## src/logic/rh_power_defines.svh

```systemverilog
// Offsets, field positions and reset values of the root hub power block
`ifndef RH_POWER_DEFINES_SVH
`define RH_POWER_DEFINES_SVH
`define ADDR_GLOBAL_STATUS 32'h90101050
`define ADDR_PORT_POWER_REMOVABLE 32'h9010104c
`define ADDR_IRQ_STATUS 32'h90101100
`define ADDR_IRQ_MASK 32'h90101104
`define ADDR_PORT_CMD 32'h90101108
`define ADDR_PORT_POWER 32'h9010110c
`define BIT_POWER_OFF 0
`define BIT_OVERCURRENT 1
`define BIT_WAKE_EN 15
`define BIT_POWER_ON 16
`define BIT_OC_CHANGE 17
`define BIT_CLR_WAKE 31
`define PORT_VALID_MASK 16'hfffe
`define DESC_B_RESET 32'h00000000
`define IRQ_BIT_RESUME 0
`define IRQ_BIT_OC_CHANGE 1
`define IRQ_WIDTH 2
`endif

```

## src/logic/rh_power_pkg.sv

```systemverilog
// Types shared by the root hub power block
package rh_power_pkg;
	typedef struct packed {
		logic [31:0] addr;
		logic [31:0] wdata;
		logic wr;
		logic rd;
	} reg_req_t;
	typedef struct packed {
		logic power_switching_select_mode;
		logic per_port_overcurrent;
		logic global_overcurrent;
	} hub_cfg_t;
endpackage : rh_power_pkg

```

## src/logic/usb_root_hub_power_status.sv

```systemverilog
// Root hub global power, overcurrent and wakeup status logic
//
// Notes on behaviour
// RULE1: Per-port mode: masked ports change power only by per-port commands.
// RULE2: Per-port mode: unmasked ports follow only global power commands.
// RULE3: Global switching mode ignores the port power mask.
// RULE4: Mask bit 0 reserved; bits 1..15 map to ports 1..15.
// RULE5: Sixteen bit non-removable field, set means not removable.
// RULE6: Removable bit 0 reserved; bits 1..15 map to ports 1..15.
// RULE7: Status bit 31 write-only; one clears wakeup enable.
// RULE8: Overcurrent change flag sets on indicator change; write one clears.
// RULE9: Status bit 16 always reads zero.
// RULE10: Global mode: writing one to bit 16 powers all ports.
// RULE11: Per-port mode: power-on sets only unmasked ports.
// RULE12: Wakeup enable makes connection change a resume event.
// RULE13: Overcurrent indicator reads one during global overcurrent.
// RULE14: Per-port overcurrent reporting forces indicator to zero.
// RULE15: Mode zero powers all ports together; one powers individually.
// RULE16: Writing one to bit 0 removes power; per-port only unmasked ports.
// RULE17: Unused status bits read as zero.
//
// Added by the designer: the strobed register port.
`timescale 1ns/1ps
`include "rh_power_defines.svh"
module usb_root_hub_power_status (
	input wire logic clk_i,
	input wire logic reset_n_i,
	input wire rh_power_pkg::reg_req_t req_i,
	output logic [31:0] rdata_o,
	input wire rh_power_pkg::hub_cfg_t cfg_i,
	input wire logic [15:0] connection_change_flag_i,
	output logic [15:0] port_powered_state_o,
	output logic resume_seen_interrupt_o,
	output logic irq_o
);
	import rh_power_pkg::*;

	// ----------------------------------------
	// Input synchronisers
	// ----------------------------------------
	// Config straps and pins come from outside this clock domain
	// Only the second stage is read, so no logic sees a settling value
	hub_cfg_t cfg_s1_reg;
	hub_cfg_t cfg_reg;
	logic [15:0] conn_s1_reg;
	logic [15:0] conn_reg;

	always_ff @(posedge clk_i or negedge reset_n_i)
	begin
		if (!reset_n_i)
		begin
			cfg_s1_reg <= '0;
			cfg_reg <= '0;
			conn_s1_reg <= 16'h0000;
			conn_reg <= 16'h0000;
		end
		else
		begin
			cfg_s1_reg <= cfg_i;
			cfg_reg <= cfg_s1_reg;
			conn_s1_reg <= connection_change_flag_i;
			conn_reg <= conn_s1_reg;
		end
	end

	// ----------------------------------------
	// Write decode
	// ----------------------------------------
	function automatic logic hit(input reg_req_t r, input logic [31:0] a);
		hit = r.wr && (r.addr == a);
	endfunction : hit

	function automatic logic rd_hit(input reg_req_t r, input logic [31:0] a);
		rd_hit = r.rd && (r.addr == a);
	endfunction : rd_hit

	logic wr_status;
	logic wr_desc;
	logic wr_mask;
	logic wr_port_cmd;
	assign wr_status = hit(req_i, `ADDR_GLOBAL_STATUS);
	assign wr_desc = hit(req_i, `ADDR_PORT_POWER_REMOVABLE);
	assign wr_mask = hit(req_i, `ADDR_IRQ_MASK);
	assign wr_port_cmd = hit(req_i, `ADDR_PORT_CMD);
	logic rd_status;
	logic irq_rd;
	assign rd_status = rd_hit(req_i, `ADDR_GLOBAL_STATUS);
	assign irq_rd = rd_hit(req_i, `ADDR_IRQ_STATUS);

	logic global_power_on_cmd;
	logic global_power_off_cmd;
	assign global_power_on_cmd = wr_status && req_i.wdata[`BIT_POWER_ON];
	assign global_power_off_cmd = wr_status && req_i.wdata[`BIT_POWER_OFF];

	// ----------------------------------------
	// Descriptor register
	// ----------------------------------------
	logic [15:0] port_power_mask_reg;
	logic [15:0] device_nonremovable_bits_reg;

	always_ff @(posedge clk_i or negedge reset_n_i)
	begin
		if (!reset_n_i)
		begin
			port_power_mask_reg <= 16'(`DESC_B_RESET >> 16);
			device_nonremovable_bits_reg <= 16'h0000;
		end
		else if (wr_desc)
		begin
			port_power_mask_reg <= req_i.wdata[31:16] & `PORT_VALID_MASK; // RULE4
			device_nonremovable_bits_reg <= req_i.wdata[15:0] & `PORT_VALID_MASK; // RULE5 RULE6
		end
	end

	// ----------------------------------------
	// Port power state
	// ----------------------------------------
	// Port command register, per-port mode only: upper half sets, lower half clears power of masked ports
	logic [15:0] global_sel;
	logic [15:0] port_sel;
	logic [15:0] port_powered_state_reg;
	logic [15:0] port_powered_state_next;

	always_comb
	begin
		if (!cfg_reg.power_switching_select_mode)
		begin
			global_sel = `PORT_VALID_MASK; // RULE3 RULE15
			port_sel = 16'h0000;
		end
		else
		begin
			global_sel = ~port_power_mask_reg & `PORT_VALID_MASK; // RULE2
			port_sel = port_power_mask_reg; // RULE1
		end
	end

	always_comb
	begin
		// Off follows on, so off wins when one write asks for both
		port_powered_state_next = port_powered_state_reg;
		if (global_power_on_cmd)
			port_powered_state_next = port_powered_state_next | global_sel; // RULE10 RULE11
		if (global_power_off_cmd)
			port_powered_state_next = port_powered_state_next & ~global_sel; // RULE16
		if (wr_port_cmd)
		begin
			port_powered_state_next = port_powered_state_next | (req_i.wdata[31:16] & port_sel);
			port_powered_state_next = port_powered_state_next & ~(req_i.wdata[15:0] & port_sel);
		end
	end

	always_ff @(posedge clk_i or negedge reset_n_i)
	begin
		if (!reset_n_i)
			port_powered_state_reg <= 16'h0000;
		else
			port_powered_state_reg <= port_powered_state_next;
	end
	assign port_powered_state_o = port_powered_state_reg;

	// ----------------------------------------
	// Overcurrent
	// ----------------------------------------
	logic global_overcurrent_flag;
	logic oc_flag_prev_reg;
	logic overcurrent_change_flag_reg;
	assign global_overcurrent_flag = cfg_reg.global_overcurrent
		&& !cfg_reg.per_port_overcurrent; // RULE13 RULE14

	always_ff @(posedge clk_i or negedge reset_n_i)
	begin
		if (!reset_n_i)
		begin
			oc_flag_prev_reg <= 1'b0;
			overcurrent_change_flag_reg <= 1'b0;
		end
		else
		begin
			oc_flag_prev_reg <= global_overcurrent_flag;
			// Set wins over a simultaneous clear
			if (global_overcurrent_flag != oc_flag_prev_reg)
				overcurrent_change_flag_reg <= 1'b1; // RULE8
			else if (wr_status && req_i.wdata[`BIT_OC_CHANGE])
				overcurrent_change_flag_reg <= 1'b0; // RULE8
		end
	end

	// ----------------------------------------
	// Remote wakeup
	// ----------------------------------------
	logic wakeup_enable_reg;
	logic clear_wakeup_enable;
	logic [15:0] conn_prev_reg;
	logic resume_event;
	logic resume_seen_interrupt_reg;
	assign clear_wakeup_enable = wr_status && req_i.wdata[`BIT_CLR_WAKE];
	assign resume_event = wakeup_enable_reg
		&& |(conn_reg & ~conn_prev_reg & `PORT_VALID_MASK); // RULE12

	always_ff @(posedge clk_i or negedge reset_n_i)
	begin
		if (!reset_n_i)
			wakeup_enable_reg <= 1'b0;
		else if (wr_status && req_i.wdata[`BIT_WAKE_EN])
			wakeup_enable_reg <= 1'b1; // RULE12
		else if (clear_wakeup_enable)
			wakeup_enable_reg <= 1'b0; // RULE7
	end

	// Suspend to resume transition: held until software reads irq status
	always_ff @(posedge clk_i or negedge reset_n_i)
	begin
		if (!reset_n_i)
		begin
			conn_prev_reg <= 16'h0000;
			resume_seen_interrupt_reg <= 1'b0;
		end
		else
		begin
			conn_prev_reg <= conn_reg;
			if (resume_event)
				resume_seen_interrupt_reg <= 1'b1; // RULE12
			else if (irq_rd)
				resume_seen_interrupt_reg <= 1'b0;
		end
	end
	assign resume_seen_interrupt_o = resume_seen_interrupt_reg;

	// ----------------------------------------
	// Interrupts
	// ----------------------------------------
	logic [`IRQ_WIDTH-1:0] irq_status_reg;
	logic [`IRQ_WIDTH-1:0] irq_mask_reg;
	logic [`IRQ_WIDTH-1:0] irq_events;
	logic oc_change_seen_reg;
	assign irq_events = {overcurrent_change_flag_reg && !oc_change_seen_reg, resume_event};

	always_ff @(posedge clk_i or negedge reset_n_i)
	begin
		if (!reset_n_i)
			oc_change_seen_reg <= 1'b0;
		else
			oc_change_seen_reg <= overcurrent_change_flag_reg;
	end

	always_ff @(posedge clk_i or negedge reset_n_i)
	begin
		if (!reset_n_i)
		begin
			irq_status_reg <= '0;
			irq_mask_reg <= '0;
		end
		else
		begin
			// Events raised in the reading cycle survive the clear
			irq_status_reg <= (irq_rd ? '0 : irq_status_reg) | irq_events;
			if (wr_mask)
				irq_mask_reg <= req_i.wdata[`IRQ_WIDTH-1:0];
		end
	end
	assign irq_o = |(irq_status_reg & irq_mask_reg);

	// ----------------------------------------
	// Read data
	// ----------------------------------------
	// Read data stand one cycle and are zero otherwise, so idle cycles never alias
	logic [31:0] rdata_reg;
	logic [31:0] status_word;
	always_comb
	begin
		status_word = 32'h00000000; // RULE9 RULE17
		status_word[`BIT_OC_CHANGE] = overcurrent_change_flag_reg;
		status_word[`BIT_WAKE_EN] = wakeup_enable_reg;
		status_word[`BIT_OVERCURRENT] = global_overcurrent_flag;
	end

	always_ff @(posedge clk_i or negedge reset_n_i)
	begin
		if (!reset_n_i)
			rdata_reg <= 32'h00000000;
		else if (req_i.rd)
		begin
			unique case (req_i.addr)
				`ADDR_GLOBAL_STATUS: rdata_reg <= status_word;
				`ADDR_PORT_POWER_REMOVABLE:
					rdata_reg <= {port_power_mask_reg, device_nonremovable_bits_reg};
				`ADDR_IRQ_STATUS: rdata_reg <= {30'h0, irq_status_reg};
				`ADDR_IRQ_MASK: rdata_reg <= {30'h0, irq_mask_reg};
				`ADDR_PORT_POWER: rdata_reg <= {16'h0000, port_powered_state_reg};
				default: rdata_reg <= 32'h00000000;
			endcase
		end
		else
			rdata_reg <= 32'h00000000;
	end
	assign rdata_o = rdata_reg;

	// ----------------------------------------
	// Assertions
	// ----------------------------------------
	a_masked_port_hold: assert property (@(posedge clk_i) disable iff (!reset_n_i) // RULE1
		(cfg_reg.power_switching_select_mode && !wr_port_cmd) |=>
		((port_powered_state_reg & $past(port_power_mask_reg))
		== ($past(port_powered_state_reg) & $past(port_power_mask_reg))))
		else $error("masked port power changed without port command");
	a_global_on_all: assert property (@(posedge clk_i) disable iff (!reset_n_i) // RULE10
		(global_power_on_cmd && !global_power_off_cmd && !cfg_reg.power_switching_select_mode)
		|=> (port_powered_state_reg == `PORT_VALID_MASK))
		else $error("global power on missed a port");
	a_global_off_clear: assert property (@(posedge clk_i) disable iff (!reset_n_i) // RULE16
		global_power_off_cmd |=> ((port_powered_state_reg & $past(global_sel)) == 16'h0000))
		else $error("global power off left a port on");
	a_oc_change_set: assert property (@(posedge clk_i) disable iff (!reset_n_i) // RULE8
		(global_overcurrent_flag != oc_flag_prev_reg) |=> overcurrent_change_flag_reg)
		else $error("overcurrent change not flagged");
	a_wake_clear: assert property (@(posedge clk_i) disable iff (!reset_n_i) // RULE7
		(clear_wakeup_enable && !req_i.wdata[`BIT_WAKE_EN]) |=> !wakeup_enable_reg)
		else $error("wakeup enable not cleared");
	a_resume_raise: assert property (@(posedge clk_i) disable iff (!reset_n_i) // RULE12
		resume_event |=> resume_seen_interrupt_o ##0 irq_status_reg[`IRQ_BIT_RESUME])
		else $error("resume not raised");
	a_status_zero: assert property (@(posedge clk_i) disable iff (!reset_n_i) // RULE9
		(req_i.rd && req_i.addr == `ADDR_GLOBAL_STATUS) |=>
		(rdata_o[`BIT_POWER_ON] == 1'b0 && rdata_o[`BIT_POWER_OFF] == 1'b0))
		else $error("unsupported status bits read nonzero");
	a_oc_per_port: assert property (@(posedge clk_i) disable iff (!reset_n_i) // RULE14
		cfg_reg.per_port_overcurrent |-> !global_overcurrent_flag)
		else $error("indicator set under per-port reporting");
	// Read-back checks look one cycle after the strobe, while the read data stand
	a_oc_read_one: assert property (@(posedge clk_i) disable iff (!reset_n_i) // RULE13
		(rd_status && cfg_reg.global_overcurrent && !cfg_reg.per_port_overcurrent)
		|=> rdata_o[`BIT_OVERCURRENT])
		else $error("overcurrent indicator read as zero");
	a_oc_read_zero: assert property (@(posedge clk_i) disable iff (!reset_n_i) // RULE14
		(rd_status && cfg_reg.per_port_overcurrent)
		|=> !rdata_o[`BIT_OVERCURRENT])
		else $error("overcurrent indicator read as one");
	a_status_unused: assert property (@(posedge clk_i) disable iff (!reset_n_i) // RULE7 RULE17
		rd_status
		|=> (rdata_o[31:18] == 14'h0 && rdata_o[14:2] == 13'h0))
		else $error("unused status bits read nonzero");
	a_desc_write: assert property (@(posedge clk_i) disable iff (!reset_n_i) // RULE4 RULE5
		wr_desc
		|=> ({port_power_mask_reg, device_nonremovable_bits_reg}
		== ($past(req_i.wdata) & {`PORT_VALID_MASK, `PORT_VALID_MASK})))
		else $error("descriptor write not stored");
	a_desc_reserved: assert property (@(posedge clk_i) disable iff (!reset_n_i) // RULE6
		rd_hit(req_i, `ADDR_PORT_POWER_REMOVABLE)
		|=> (rdata_o[16] == 1'b0 && rdata_o[0] == 1'b0))
		else $error("reserved descriptor bits read nonzero");
	a_unmasked_hold: assert property (@(posedge clk_i) disable iff (!reset_n_i) // RULE2
		(cfg_reg.power_switching_select_mode && !wr_status)
		|=> ((port_powered_state_reg & ~$past(port_power_mask_reg))
		== ($past(port_powered_state_reg) & ~$past(port_power_mask_reg))))
		else $error("unmasked port power changed without global command");
	a_global_on_unmasked: assert property (@(posedge clk_i) disable iff (!reset_n_i) // RULE11
		(global_power_on_cmd && !global_power_off_cmd && cfg_reg.power_switching_select_mode)
		|=> (((port_powered_state_reg | $past(port_power_mask_reg)) & `PORT_VALID_MASK)
		== `PORT_VALID_MASK))
		else $error("global power on missed an unmasked port");
	a_port_cmd_ignored: assert property (@(posedge clk_i) disable iff (!reset_n_i) // RULE3
		(wr_port_cmd && !cfg_reg.power_switching_select_mode)
		|=> (port_powered_state_reg == $past(port_powered_state_reg)))
		else $error("port command acted in global mode");
	a_wake_set: assert property (@(posedge clk_i) disable iff (!reset_n_i) // RULE12
		(wr_status && req_i.wdata[`BIT_WAKE_EN])
		|=> wakeup_enable_reg)
		else $error("wakeup enable not set");
	a_oc_change_clear: assert property (@(posedge clk_i) disable iff (!reset_n_i) // RULE8
		(wr_status && req_i.wdata[`BIT_OC_CHANGE]
		&& global_overcurrent_flag == oc_flag_prev_reg)
		|=> !overcurrent_change_flag_reg)
		else $error("overcurrent change flag not cleared");
	a_resume_quiet: assert property (@(posedge clk_i) disable iff (!reset_n_i) // RULE12
		(!wakeup_enable_reg && !resume_seen_interrupt_o)
		|=> !resume_seen_interrupt_o)
		else $error("resume raised with wakeup disabled");
endmodule : usb_root_hub_power_status

```

## config.mk

```make
export PLATFORM = sky130hd
export DESIGN_NAME = usb_root_hub_power_status
export DESIGN_NICKNAME = d
export VERILOG_FILES = /design/src/logic/rh_power_pkg.sv /design/src/logic/usb_root_hub_power_status.sv
export VERILOG_INCLUDE_DIRS = /design/src /design/src/logic
export SDC_FILE = /design/constraint.sdc
export NUM_CORES = 1
export LEC_CHECK = 0
export ABC_AREA = 1
export BUFFER_PORTS_ARGS = -buffer_cell sky130_fd_sc_hd__buf_2
export CORE_MARGIN = 2
export CORE_UTILIZATION = 30
export CTS_BUF_LIST = sky130_fd_sc_hd__clkbuf_4
export CTS_CLUSTER_DIAMETER = 50
export DETAILED_ROUTE_END_ITERATION = 10
export MAX_ROUTING_LAYER = met4
export PLACE_DENSITY = 0.52
export SLEW_MARGIN = 20
export SYNTH_ARGS = -nofsm -noshare
export SYNTH_HDL_FRONTEND = slang
export SYNTH_SLANG_ARGS = --single-unit
```

## constraint.sdc

```tcl
create_clock -name clk_i -period 2 [get_ports clk_i]
set_input_delay 0.2 -clock clk_i [delete_from_list [all_inputs] [get_ports clk_i]]
set_output_delay 0.2 -clock clk_i [all_outputs]
set_load 0.02 [all_outputs]
```

==> impl_metrics.tcl <==
set metrics [dict create \
    drt_iter0_drc 286 \
    num_rows 51 \
    route.met3.wl_mm 1.000 \
    drt_wl_total_mm 15.41 \
    hpwl_mm 10.48 \
    largest_reg_flops 31 \
    min_period_over_period 0.8027 \
    routedWlPerCell_um 13.53 \
    synth_top_area_cell "dfrtp_1" \
    num_vias 4802 \
    hold_viol 0 \
    fin_nets 947 \
    cts_buffers 17 \
    fin_cells 1139 \
    yosysWarnings 0 \
    critPathKind "reg -> out" \
    cts_root_buf "clkbuf_4" \
    synth_commonest_cells "nand2_1 (171), dfrtp_1 (136), inv_1 (112), nor2_1 (57), nand3_1 (37)" \
    initial_utilization 0.3034 \
    crit_path_max_fanout 3 \
    timing.hold.ws_ns 0.07639 \
    clock_path_buffers 2 \
    outcome "finished, final reports clean" \
    core_area_um2 19330 \
    fmax_mhz 622.9 \
    drive_gt1_frac 0.2451 \
    wl_met1_mm 6.899 \
    hp-class "in -> async" \
    cts_resized 0 \
    timing.critical_path.arrival_ns 1.41 \
    ir_drop_mv 0.2415 \
    finClkSkew_ns 0.01488 \
    clk_latency_ns 0.55 \
    synth_seq_area_share 0.5802 \
    syn_avg_cell_area_um2 8.794 \
    cts.sinks 136 \
    nFillCells 2021 \
    power_leakage_nw 4.093 \
    gp_congestion 0.7742 \
    grt_antenna_before_repair 1 \
    drt_first_pass_iters 7 \
    relSlewSlack 0.5787 \
    cts_hold_buf 52 \
    synth.area.mux_share 0 \
    async_reset_ff_frac 1.000 \
    tightestPinTransition_ns 0.6319 \
    syn2layout_area_growth_pct 30.72 \
    grt_pass1_vias 4759 \
    die_h_um 143.8 \
    grt-ovfl-total 0 \
    synth_cell_type_count 28 \
    crit_path_max_incr_delay_ns 0.45 \
    synth_top_family_by_area "simple AND/OR/NAND/NOR gates" \
    synth_fa_ha_area_frac 0 \
    cts.reportedPaths.clkPinSlew_ns 0.14 \
    highest_layer "met4" \
    final_antenna_net_count 0 \
    cp_slowest_cell "dfrtp_1" \
    cp-end-kind "output pin" \
    ios 137 \
    synthSimpleGateAreaFrac 0.2720 \
    synth_seq_cells 136 \
    synthFlopType "dfrtp_1" \
    synthTopCellsByArea "dfrtp_1 (58%), nand2_1 (11%), inv_1 (7.2%)" \
    synth_compound_area_frac 0.04458 \
    grt_use_total 0.1600 \
    synth-xor-area-share 0.001493 \
    post_cts_buffers 0 \
    min_period_ns 1.605 \
    dpl_worst_slack_ns 0.2444 \
    grt_pass1_wl_mm 24.56 \
    p_per_area_nw_per_um2 661.1 \
    setup_viol 0 \
    layout_setup_ws_ns 0.3947 \
    drv_slew 0 \
    grt_max_degree 57 \
    synthesis.area_um2 5866 \
    max_cap_violations 0 \
    route.met2.wl_mm 7.287 \
    syn_inst 667 \
    regToRegSetupSlack_ns 0.52 \
    die_w_um 143.8 \
    drc_errors 0 \
    worstSetupStartpointType "flip-flop" \
    cts_tree "built" \
    power_mw 5.069 \
    crit_chain "a22o_1, buf_2" \
    critical_path_required_ns 1.80 \
    cts.htree.levels 4 \
    rsz0062_at_grt "no" \
    portBuffers 133 \
    post-synth-top-count-cell "nand2_1" \
    avgViaCountPerCell 4.216 \
    dieArea_um2 20690 \
    dp_cells 1054 \
    setup_tns_ns 0 \
    synth_top_area_frac 0.5802 \
    synth_edf_count 0 \
]
==> layout make-up <==
class | instances | area [um^2] | area share
multi-input combinational | 391 | 1876 | 0.2446
inverter | 117 | 439.2 | 0.05728
antenna | 1 | 2.502 | 0.0003264
clock inverter | 15 | 167.7 | 0.02187
timing repair buffer | 197 | 1320 | 0.1722
sequential | 136 | 3403 | 0.4439
clock buffer | 17 | 127.6 | 0.01664
tap | 265 | 331.6 | 0.04324
==> metrics by stage <==
stage	utilization	cell area, um^2
finish	0.3966	7667
global route	0.3966	7667
CTS	0.3964	7665
detailed placement	0.3542	6849
global placement	0.3542	6849
floorplan	-	5869
==> power breakdown <==
group	internal, mW	total [mW]	switching, mW
Sequential	2.80	2.82	0.0217
Clock	0.769	1.88	1.11
Combinational	0.167	0.362	0.195
==> final timing paths <==
kind	from	end	cells after the start
worst max-delay path	irq_status_reg[1]$_DFF_PN0_	irq_o	2
worst min-delay path	reset_n_i	conn_prev_reg[3]$_DFF_PN0_	2
worst max register to register	cfg_reg[2]$_DFF_PN0_	port_powered_state_o[8]$_DFF_PN0_	4
worst min register to register	conn_s1_reg[11]$_DFF_PN0_	conn_reg[11]$_DFF_PN0_	0
max in group asynchronous	reset_n_i	rdata_o[19]$_DFF_PN0_	3
min in group clk_i	req_i[37]	rdata_o[0]$_DFF_PN0_	6
==> kinds of logic after synthesis <==
group,count (synthesis)
simple gates,338
buf+inv,141
flops,136
compound gates,50
xor+xnor,1
other cells,1
==> layer usage <==
| metal | GRT usage | up-vias |
|---|---|---|
| met5 | - | - |
| met4 | 0.05366 | 0 |
| met3 | 0.03699 | 12 |
| met2 | 0.2516 | 154 |
| met1 | 0.2041 | 2178 |
| li1 | - | 2458 |
==> worst max-delay path, delay by kind of cell (launching register included) <==
kind | cells | cell delay, ns
DFF | 1 | 0.45
AOI/OAI and AO/OA | 1 | 0.26
buffers and inverters | 1 | 0.16
==> layout by cell type (no fill, tap or decap), types with 4 or more instances in the layout <==
cell / instances
nand2_1: 171
dfrtp_1: 136
buf_2: 132
inv_1: 112
nor2_1: 56
dlygate4sd3_1: 52
nand3_1: 37
nand4_1: 33
o21ai_1: 20
clkbuf_4: 17
a21oi_1: 16
nor3_2: 10
nor2_2: 9
buf_4: 9
o21ai_0: 7
nor3_1: 6
o22ai_1: 6
nand2_2: 5
nor2_4: 5
inv_2: 4
clkinv_4: 4
No activity file was read; power rests on OpenSTA's default activity.
